## src/rtl/eep_pkg.sv

```systemverilog
// Notes on behaviour
// RQ1 - array holds 256 bytes, byte addressed
// RQ2 - lower half protectable, reversibly or permanently
// RQ3 - type 1010 memory, 0110 protection settings
// RQ4 - select bits b3..b1 must match straps
// RQ5 - unconnected straps read as zero
// RQ6 - lowest strap high voltage qualifies set/clear
// RQ7 - set/clear codes need matching strap levels
// RQ8 - lock compares straps, direction 0 lock
// RQ9 - select byte shifted in msb first
// RQ10 - write protect input blocks all writes
// RQ11 - protect input low: stored state decides
// RQ12 - ack in ninth slot of each byte
// RQ13 - master ends writes after ack, reads after nack
// RQ14 - ignore bus until power-on reset releases
// RQ15 - supply loss stops all responses at once
// RQ16 - data line open drain only
// RQ17 - start: data falls while clock high
// RQ18 - watch for start except during write cycle
// RQ19 - stop: data rises while clock high
// RQ20 - stop after read nack returns standby
// RQ21 - stop after write starts internal cycle
// RQ22 - device is only ever a slave
// RQ23 - match acks, mismatch releases to standby
// RQ24 - sample data on clock rising edge
// RQ25 - after lock never ack protection code
// RQ26 - direction bit one reads, zero writes
// RQ27 - release data line when not driving
package eep_pkg;
   localparam int ADDR_W = 8;
   localparam int DATA_W = 8;
   localparam int MEM_DEPTH = 256;
   localparam int FIFO_DEPTH = 8;
   localparam logic [3:0] TYPE_MEM = 4'hA;
   localparam logic [3:0] TYPE_PROT = 4'h6;
   localparam logic [2:0] BIT_LAST = 3'h7;
   localparam logic [ADDR_W-1:0] LOWER_TOP = 8'h7F;
   localparam logic [3:0] PAGE_MASK = 4'hF;
   localparam int WRITE_TIME_NS = 5000;
   localparam int CLK_PERIOD_NS = 4;
   localparam int WRITE_CYCLES = WRITE_TIME_NS / CLK_PERIOD_NS;
   localparam logic [10:0] WRITE_CNT_RESET = 11'h000;
   typedef struct packed {
      logic [ADDR_W-1:0] addr;
      logic [DATA_W-1:0] data;
   } eep_wr_s;
   typedef struct packed {
      logic scl;
      logic sda;
   } eep_bus_s;
   typedef enum logic [1:0] {
      EEP_CMD_NONE,
      EEP_CMD_SET,
      EEP_CMD_CLEAR,
      EEP_CMD_LOCK
   } eep_cmd_e;
endpackage : eep_pkg

```

## src/rtl/eep_fifo.sv

```systemverilog
`timescale 1ns/1ns
module eep_fifo #(
   parameter int WIDTH = 16,
   parameter int DEPTH = 8
) (
   input wire logic clk_sys_i,
   input wire logic resetn_i,
   input wire logic flush_i,
   input wire logic in_valid_i,
   output logic in_ready_o,
   input wire logic [WIDTH-1:0] in_data_i,
   output logic out_valid_o,
   input wire logic out_ready_i,
   output logic [WIDTH-1:0] out_data_o
);
   localparam int AW = $clog2(DEPTH);
   logic [WIDTH-1:0] mem [DEPTH];
   logic [AW:0] wr_ptr_ff;
   logic [AW:0] rd_ptr_ff;
   logic push;
   logic pop;
   assign in_ready_o = (wr_ptr_ff - rd_ptr_ff) != (AW+1)'(DEPTH);
   assign out_valid_o = wr_ptr_ff != rd_ptr_ff;
   assign push = in_valid_i && in_ready_o;
   assign pop = out_valid_o && out_ready_i;
   assign out_data_o = mem[rd_ptr_ff[AW-1:0]];
   always_ff @(posedge clk_sys_i) begin
      if (push) begin
         mem[wr_ptr_ff[AW-1:0]] <= in_data_i;
      end
   end
   always_ff @(posedge clk_sys_i or negedge resetn_i) begin
      if (!resetn_i) begin
         wr_ptr_ff <= '0;
         rd_ptr_ff <= '0;
      end else if (flush_i) begin
         wr_ptr_ff <= '0;
         rd_ptr_ff <= '0;
      end else begin
         if (push) begin
            wr_ptr_ff <= wr_ptr_ff + 1'b1;
         end
         if (pop) begin
            rd_ptr_ff <= rd_ptr_ff + 1'b1;
         end
      end
   end
endmodule : eep_fifo

```

## src/rtl/eep_i2c_slave.sv

```systemverilog
`timescale 1ns/1ns
module eep_i2c_slave
   import eep_pkg::*;
(
   input wire logic clk_sys_i,
   input wire logic resetn_i,
   input wire logic por_ok_i,
   input wire logic scl_i,
   input wire logic sda_i,
   output logic sda_o,
   output logic sda_oe_n_o,
   input wire logic strap_select_bit0_i,
   input wire logic strap_select_bit1_i,
   input wire logic strap_select_bit2_i,
   input wire logic elevated_select_voltage_i,
   input wire logic write_protect_input_i,
   output logic lower_protect_o,
   output logic lower_locked_o,
   output logic write_busy_o
);
   import eep_pkg::*;

   typedef enum logic [2:0] {
      PH_IDLE,
      PH_SEL,
      PH_ADDR,
      PH_WDATA,
      PH_RDATA,
      PH_RACK
   } eep_state_e;

   // pins are asynchronous to clk_sys_i
   eep_bus_s bus_m_ff;
   eep_bus_s bus_s_ff;
   eep_bus_s bus_d_ff;
   logic [2:0] strap_m_ff;
   logic [2:0] strap_s_ff;
   logic [1:0] misc_m_ff;
   logic [1:0] misc_s_ff;
   logic por_m_ff;
   logic por_s_ff;

   logic [DATA_W-1:0] mem [MEM_DEPTH];
   eep_state_e state_ff;
   logic [2:0] bit_ff;
   logic [DATA_W-1:0] shift_ff;
   logic ack_slot_ff;
   logic ack_drive_ff;
   logic is_read_ff;
   logic is_prot_ff;
   eep_cmd_e cmd_ff;
   logic [ADDR_W-1:0] addr_ff;
   logic [DATA_W-1:0] rdata_ff;
   logic drive_low_ff;
   logic write_armed_ff;
   logic [10:0] wcnt_ff;
   logic set_prot_ff;
   logic lock_ff;

   logic scl_rise;
   logic scl_fall;
   logic start_det;
   logic stop_det;
   logic busy;
   logic fifo_in_ready;
   logic fifo_out_valid;
   logic fifo_pop;
   eep_wr_s fifo_in;
   eep_wr_s fifo_out;
   logic push;

   function automatic logic addr_writable(input logic [ADDR_W-1:0] a, input logic wp,
                                          input logic prot);
      return !wp && !(prot && (a <= LOWER_TOP)); // [RQ10] [RQ11] [RQ2]
   endfunction : addr_writable

   always_ff @(posedge clk_sys_i or negedge resetn_i) begin
      if (!resetn_i) begin
         bus_m_ff <= '{scl: 1'b1, sda: 1'b1};
         bus_s_ff <= '{scl: 1'b1, sda: 1'b1};
         bus_d_ff <= '{scl: 1'b1, sda: 1'b1};
         strap_m_ff <= 3'h0;
         strap_s_ff <= 3'h0;
         misc_m_ff <= 2'h0;
         misc_s_ff <= 2'h0;
         por_m_ff <= 1'b0;
         por_s_ff <= 1'b0;
      end else begin
         bus_m_ff <= '{scl: scl_i, sda: sda_i};
         bus_s_ff <= bus_m_ff;
         bus_d_ff <= bus_s_ff;
         // floating straps arrive as zero from the pad pull-downs [RQ5]
         strap_m_ff <= {strap_select_bit2_i, strap_select_bit1_i, strap_select_bit0_i};
         strap_s_ff <= strap_m_ff;
         misc_m_ff <= {elevated_select_voltage_i, write_protect_input_i};
         misc_s_ff <= misc_m_ff;
         por_m_ff <= por_ok_i;
         por_s_ff <= por_m_ff;
      end
   end

   assign scl_rise = bus_s_ff.scl && !bus_d_ff.scl; // [RQ24]
   assign scl_fall = !bus_s_ff.scl && bus_d_ff.scl;
   assign start_det = bus_s_ff.scl && bus_d_ff.scl && !bus_s_ff.sda && bus_d_ff.sda; // [RQ17]
   assign stop_det = bus_s_ff.scl && bus_d_ff.scl && bus_s_ff.sda && !bus_d_ff.sda; // [RQ19]
   assign busy = wcnt_ff != WRITE_CNT_RESET;

   // bit engine: the device never makes the clock, only follows it [RQ22]
   always_ff @(posedge clk_sys_i or negedge resetn_i) begin
      if (!resetn_i) begin
         state_ff <= PH_IDLE;
         bit_ff <= 3'h0;
         shift_ff <= 8'h00;
         ack_slot_ff <= 1'b0;
         ack_drive_ff <= 1'b0;
         is_read_ff <= 1'b0;
         is_prot_ff <= 1'b0;
         cmd_ff <= EEP_CMD_NONE;
         addr_ff <= 8'h00;
         rdata_ff <= 8'h00;
         drive_low_ff <= 1'b0;
         write_armed_ff <= 1'b0;
      end else if (!por_s_ff || busy) begin
         // supply loss or internal write: bus is ignored entirely [RQ14] [RQ15] [RQ18]
         state_ff <= PH_IDLE;
         drive_low_ff <= 1'b0;
         ack_slot_ff <= 1'b0;
         ack_drive_ff <= 1'b0;
         write_armed_ff <= 1'b0;
      end else if (start_det) begin
         // an unmatched select leaves slot flags behind; a start wipes them
         state_ff <= PH_SEL;
         bit_ff <= 3'h0;
         ack_slot_ff <= 1'b0;
         ack_drive_ff <= 1'b0;
         drive_low_ff <= 1'b0;
         write_armed_ff <= 1'b0;
      end else if (stop_det) begin
         state_ff <= PH_IDLE; // [RQ20]
         drive_low_ff <= 1'b0;
         ack_slot_ff <= 1'b0;
         ack_drive_ff <= 1'b0;
         write_armed_ff <= 1'b0;
      end else if (state_ff != PH_IDLE) begin
         if (scl_rise && !ack_slot_ff) begin
            shift_ff <= {shift_ff[6:0], bus_s_ff.sda}; // msb first [RQ9]
            bit_ff <= bit_ff + 3'h1;
            if (bit_ff == BIT_LAST) begin
               ack_slot_ff <= 1'b1;
            end
            // the stop's own clock rise is bit 0; any later rise disarms the write
            if (bit_ff != 3'h0) begin
               write_armed_ff <= 1'b0; // [RQ21]
            end
         end else if (scl_rise && ack_slot_ff && state_ff == PH_RACK) begin
            // master nack ends reading and idles without waiting for the stop [RQ12] [RQ13]
            if (bus_s_ff.sda) begin
               state_ff <= PH_IDLE;
            end else begin
               state_ff <= PH_RDATA;
               addr_ff <= addr_ff + 8'h01;
               rdata_ff <= mem[addr_ff + 8'h01];
            end
            ack_slot_ff <= 1'b0;
         end else if (scl_fall && ack_slot_ff && !ack_drive_ff && state_ff != PH_RDATA) begin
            ack_drive_ff <= 1'b1;
            write_armed_ff <= 1'b0;
            case (state_ff)
               PH_SEL: begin
                  is_read_ff <= shift_ff[0]; // [RQ26]
                  if (shift_ff[7:4] == TYPE_MEM && shift_ff[3:1] == strap_s_ff) begin // [RQ3] [RQ4]
                     is_prot_ff <= 1'b0;
                     drive_low_ff <= 1'b1; // [RQ23]
                  end else if (shift_ff[7:4] == TYPE_PROT && !lock_ff) begin // [RQ25]
                     is_prot_ff <= 1'b1;
                     if (misc_s_ff[1] && shift_ff[3:1] == {1'b0, strap_s_ff[1], 1'b1} &&
                         !strap_s_ff[2]) begin // [RQ6] [RQ7]
                        cmd_ff <= strap_s_ff[1] ? EEP_CMD_CLEAR : EEP_CMD_SET;
                        drive_low_ff <= 1'b1;
                     end else if (!misc_s_ff[1] && shift_ff[3:1] == strap_s_ff) begin // [RQ8]
                        cmd_ff <= EEP_CMD_LOCK;
                        drive_low_ff <= 1'b1;
                     end else begin
                        state_ff <= PH_IDLE; // [RQ23]
                     end
                  end else begin
                     state_ff <= PH_IDLE; // [RQ23]
                  end
               end
               PH_ADDR: begin
                  addr_ff <= shift_ff;
                  drive_low_ff <= 1'b1; // [RQ12]
               end
               PH_WDATA: begin
                  // protected data byte gets no acknowledge; a full buffer refuses too
                  if (is_prot_ff) begin
                     drive_low_ff <= !misc_s_ff[0]; // [RQ10]
                  end else begin
                     drive_low_ff <= fifo_in_ready &&
                                     addr_writable(addr_ff, misc_s_ff[0], set_prot_ff || lock_ff);
                  end
               end
               default: begin
                  drive_low_ff <= 1'b0;
               end
            endcase
         end else if (scl_fall && ack_slot_ff && ack_drive_ff) begin
            // ninth slot over: hand the line back [RQ27]
            ack_drive_ff <= 1'b0;
            ack_slot_ff <= 1'b0;
            bit_ff <= 3'h0;
            drive_low_ff <= 1'b0;
            case (state_ff)
               PH_SEL: begin
                  if (is_read_ff) begin
                     state_ff <= PH_RDATA;
                     rdata_ff <= is_prot_ff ? 8'h00 : mem[addr_ff];
                     drive_low_ff <= is_prot_ff ? 1'b1 : !mem[addr_ff][7];
                  end else begin
                     state_ff <= PH_ADDR;
                  end
               end
               PH_ADDR: begin
                  state_ff <= PH_WDATA;
               end
               PH_WDATA: begin
                  write_armed_ff <= drive_low_ff;
                  if (!is_prot_ff) begin
                     addr_ff <= {addr_ff[7:4], (addr_ff[3:0] + 4'h1) & PAGE_MASK};
                  end
               end
               default: begin
                  state_ff <= PH_IDLE;
               end
            endcase
         end else if (state_ff == PH_RDATA && scl_fall && !ack_slot_ff) begin
            // present next read bit while clock is low; bit 7 of a later byte too
            drive_low_ff <= !rdata_ff[3'h7 - bit_ff]; // [RQ16]
         end else if (state_ff == PH_RDATA && scl_fall && ack_slot_ff) begin
            // ninth slot belongs to the master [RQ27]
            drive_low_ff <= 1'b0;
            state_ff <= PH_RACK;
         end
      end
   end

   assign push = state_ff == PH_WDATA && !is_prot_ff && scl_fall && ack_slot_ff &&
                 ack_drive_ff && drive_low_ff;
   assign fifo_in = '{addr: addr_ff, data: shift_ff};

   eep_fifo #(
      .WIDTH($bits(eep_wr_s)),
      .DEPTH(FIFO_DEPTH)
   ) u_fifo (
      .clk_sys_i(clk_sys_i),
      .resetn_i(resetn_i),
      .flush_i(start_det && !busy),
      .in_valid_i(push),
      .in_ready_o(fifo_in_ready),
      .in_data_i(fifo_in),
      .out_valid_o(fifo_out_valid),
      .out_ready_i(fifo_pop),
      .out_data_o(fifo_out)
   );

   // page bytes wait in the fifo; only a stop after an ack commits them [RQ21]
   assign fifo_pop = busy && fifo_out_valid;

   always_ff @(posedge clk_sys_i) begin
      if (fifo_pop) begin
         mem[fifo_out.addr] <= fifo_out.data; // [RQ1]
      end
   end

   always_ff @(posedge clk_sys_i or negedge resetn_i) begin
      if (!resetn_i) begin
         wcnt_ff <= WRITE_CNT_RESET;
      end else if (busy) begin
         wcnt_ff <= wcnt_ff - 11'h001;
      end else if (stop_det && write_armed_ff && por_s_ff) begin
         wcnt_ff <= 11'(WRITE_CYCLES); // [RQ21]
      end
   end

   // protection bits are nonvolatile in the real part; reset stands in for shipped state
   always_ff @(posedge clk_sys_i or negedge resetn_i) begin
      if (!resetn_i) begin
         set_prot_ff <= 1'b0;
         lock_ff <= 1'b0;
      end else if (stop_det && write_armed_ff && is_prot_ff && por_s_ff && !busy) begin
         case (cmd_ff)
            EEP_CMD_SET: set_prot_ff <= 1'b1; // [RQ2]
            EEP_CMD_CLEAR: set_prot_ff <= 1'b0;
            EEP_CMD_LOCK: lock_ff <= 1'b1; // [RQ2] [RQ25]
            default: set_prot_ff <= set_prot_ff;
         endcase
      end
   end

   assign sda_o = 1'b0; // [RQ16]
   assign sda_oe_n_o = !drive_low_ff; // [RQ27]
   assign lower_protect_o = set_prot_ff || lock_ff;
   assign lower_locked_o = lock_ff;
   // a full buffer is answered with a nack instead of a busy flag
   assign write_busy_o = busy;
endmodule : eep_i2c_slave

```

## config.mk

```make
export PLATFORM = sky130hd
export DESIGN_NAME = eep_i2c_slave
export DESIGN_NICKNAME = d
export VERILOG_FILES = /design/src/rtl/eep_pkg.sv /design/src/rtl/eep_fifo.sv /design/src/rtl/eep_i2c_slave.sv
export SDC_FILE = /design/constraint.sdc
export NUM_CORES = 2
export LEC_CHECK = 0
export ABC_AREA = 1
export BUFFER_PORTS_ARGS = -buffer_cell sky130_fd_sc_hd__buf_2
export CORE_MARGIN = 8
export CORE_UTILIZATION = 35
export CTS_CLUSTER_SIZE = 20
export DETAILED_ROUTE_END_ITERATION = 6
export SYNTH_ARGS = -nofsm -noshare
export SYNTH_HDL_FRONTEND = slang
export SYNTH_SLANG_ARGS = --single-unit
```

## constraint.sdc

```tcl
create_clock -name clk_sys_i -period 16.5 [get_ports clk_sys_i]
set_input_delay 1.65 -clock clk_sys_i [delete_from_list [all_inputs] [get_ports clk_sys_i]]
set_output_delay 1.65 -clock clk_sys_i [all_outputs]
set_load 0.1 [all_outputs]
```

==> flow_metrics.env <==
export IMPL_startpoint_type="flop"
export IMPL_grt_max_degree=230
export IMPL_crit_arrival_ns=7.80
export IMPL_skew_ns=0.0756
export IMPL_yosysTopAreaCellShare_pct=58.4
export IMPL_outcome="completed"
export IMPL_ir_drop_mv=0.0864
export IMPL_area_growth_syn_to_layout_pct=9.36
export IMPL_finalNetCount=11700
export IMPL_clkTransAtPathRegs_ns=0.06
export IMPL_drtAntennaViolNets=0
export IMPL_wl_mm=389
export IMPL_synth_net_count=12200
export IMPL_critPathRequiredTime_ns=17.30
export IMPL_cts_resized_gates=0
export IMPL_layout_commonest_cell="nand2_1"
export IMPL_async_reset_ff_share_pct=3.42
export IMPL_p_sw_w=0.00238
export IMPL_antenna_found_initial=16
export IMPL_intPower_w=0.00936
export IMPL_mostFrequentLayoutCells="nand2_1 (2930), edfxtp_1 (2176), nand3_1 (2044), nor2_1 (1429), o21ai_0 (1054)"
export IMPL_rsz0062_at_grt="no"
export IMPL_dr_total_vias=91900
export IMPL_fin_setup_tns_ns=0
export IMPL_p_seq_share_pct=52.9
export IMPL_gp_congestion=0.923
export IMPL_yosys_area_top_type="edfxtp_1"
export IMPL_via_per_inst=5.72
export IMPL_drc=0
export IMPL_slew_violations=0
export IMPL_fp_row_count=207
export IMPL_root_buffer="clkbuf_16"
export IMPL_clkLatencyLatePin_ns=0.97
export IMPL_initial_utilization_pct=35.2
export IMPL_dr_first_iter_drc_count=13000
export IMPL_cts_setup_buffers=0
export IMPL_seq_area_frac_synth_pct=60.1
export IMPL_period_needed_ns=7.00
export IMPL_layout_drive_gt1_share_pct=5.25
export IMPL_cp_end_kind="flop"
export IMPL_hp_class="flop to flop"
export IMPL_ys_warn_count=0
export IMPL_drv_cap=0
export IMPL_syn_area_per_cell_um2=9.19
export IMPL_synth_edf_count=2176
export IMPL_synth_seq_cells=2253
export IMPL_htree_levels=4
export IMPL_pwr_share_comb_pct=0.5
export IMPL_fp_coreArea_mm2=0.318
export IMPL_track_usage_pct=21.9
export IMPL_hpwl_mm=228
export IMPL_fmax_ghz=0.143
export IMPL_die_width_um=582
export IMPL_grt_pass1_vias=82700
export IMPL_dominantRegCellSynth="edfxtp_1"
export IMPL_clock_sinks=2253
export IMPL_final_util_pct=38.5
export IMPL_synth_distinct_cells=48
export IMPL_hold_viol_final=0
export IMPL_fin_crit_sh_pct=42.4
export IMPL_critical_path_class="flop to flop"
export IMPL_cts_hold_buf=0
export IMPL_fp_dieArea_mm2=0.338
export IMPL_cts_buffers=241
export IMPL_synth_area_leaders="edfxtp_1 (58%), nand2_1 (9.9%), nand3_1 (9.1%)"
export IMPL_crit_fanout=94
export IMPL_grt_overflow_total=0
export IMPL_finalSetupViolations=0
export IMPL_relSlewSlack_pct=8.32
export IMPL_finalPower_w=0.0117
export IMPL_syn_area_mm2=0.112
export IMPL_max_clock_path_buffers=4
export IMPL_grt_pass1_wl_mm=563
export IMPL_power_share_switching_pct=20.3
export IMPL_hold_slack_ns=0.346
export IMPL_portBuffers=13
export IMPL_pin_count=15
export IMPL_cts_tree="yes"
export IMPL_die_h_um=582
export IMPL_p_leak_nw=43.3
export IMPL_synthCells=12200
export IMPL_p_clk_share_pct=46.6
export IMPL_tightest_slew_ns=1.37
export IMPL_p_per_area_mw_per_mm2=95.9
export IMPL_wl_per_cell_um=24.2
export IMPL_firstDrtPassIters=7
-- stage by stage --
step	instance area (um^2)	cells	setup WS (ns)
floorplan	112000	12200	5.85
global placement	115000	15600	9.78
detailed placement	115000	15600	9.76
CTS	122000	16100	9.74
global route	122000	16100	9.16
finish	122000	16100	9.50
-- power groups by stage --
| stage | clock [W] | combinational [W] | sequential (W) |
|---|---|---|---|
| global route | 0.00572 | 0.0000654 | 0.00621 |
| CTS | 0.00552 | 0.0000563 | 0.00621 |
| floorplan | 0 | 0.0000425 | 0.00633 |
| finish | 0.00547 | 0.0000561 | 0.00621 |
| detailed placement | 0 | 0.0000568 | 0.00633 |
| global placement | 0 | 0.0000552 | 0.00633 |
-- registers in the layout (all words and copies together), names as in the netlist, 4 cells and up --
signal and count:
u_fifo.wr_ptr_ff 4, shift_ff 8, rdata_ff 8, mem 2048
wcnt_ff 11, u_fifo.rd_ptr_ff 4, addr_ff 8, u_fifo.mem 128
-- cell usage after synthesis (12+ instances only) --
library cell,n
nand2_1,2948
edfxtp_1,2176
nand3_1,2044
nor2_1,1430
o21ai_0,1054
buf_2,529
a21oi_1,523
inv_1,343
clkbuf_1,250
o211ai_1,197
o22ai_1,197
nor3_1,112
buf_1,87
dfrtp_1,71
buf_4,56
o21ai_1,28
ha_1,13
buf_6,12
-- final timing paths --
| kind | to | startpoint | cells past startpoint | slack (ns) |
|---|---|---|---|---|
| setup / recovery | drive_low_ff$_DFFE_PN0P_ | addr_ff[0]$_DFFE_PN0P_ | 20 | 9.50 |
| hold / removal | por_s_ff$_DFF_PN0_ | por_m_ff$_DFF_PN0_ | 0 | 0.35 |
| setup reg to reg | drive_low_ff$_DFFE_PN0P_ | addr_ff[0]$_DFFE_PN0P_ | 20 | 9.50 |
| hold reg to reg | por_s_ff$_DFF_PN0_ | por_m_ff$_DFF_PN0_ | 0 | 0.35 |
| max in group asynchronous | addr_ff[4]$_DFFE_PN0P_ | resetn_i | 2 | 14.58 |
| min in group asynchronous | strap_s_ff[0]$_DFF_PN0_ | resetn_i | 1 | 0.60 |
-- cell type report --
cell class / instances / area (um^2)
diodes: 7 / 17.5
clock buffers: 288 / 6290
clock inverters: 149 / 1480
fillers: 31200 / 196000
inverters: 357 / 1400
multi-input cells: 8637 / 39100
flip-flops and latches: 2253 / 67300
well taps: 4180 / 5230
repair buffers: 190 / 1600
-- kinds of logic (layout without fill, tap and decap cells) --
family / Yosys count / after routing / share of synthesized area, %
multiplexers: 3 / 3 / 0.0268
AO/OA/AOI/OAI: 2036 / 2036 / 9.84
XOR/XNOR: 16 / 16 / 0.145
buffers and inverters: 1293 / 984 / 5.20
other: 1 / 8 / 0.00335
flip-flops: 2253 / 2253 / 60.1
adder cells (fa/ha/maj): 13 / 13 / 0.145
AND/OR/NAND/NOR: 6568 / 6568 / 24.5
-- per-layer routing --
layer	wire length (um)	global-route usage, %	vias to the layer above
met4	21700	10.9	16
li1	-	-	41500
met2	169000	33.0	5367
met3	43400	4.59	1046
met1	155000	29.9	44000
met5	105	0	-
-- critical path, stage by stage, from the launching register on --
cell and delay [ns]:
dfrtp_4 0.83, buf_4 0.75, buf_4 0.81, buf_4 0.80, buf_4 0.75, buf_4 0.73, nor2_1 0.11, nor2_1 0.10
o21ai_0 0.10, nand3_1 0.11, nand3_1 0.08, a21oi_1 0.29, nor2_1 0.08, nand2_1 0.19, nand3_1 0.29, nand2_1 0.14
nand2_1 0.17, nand2_1 0.12, nand2_1 0.05, nand2_1 0.05, nand2_1 0.05
Power figures use the tool's default switching activity.
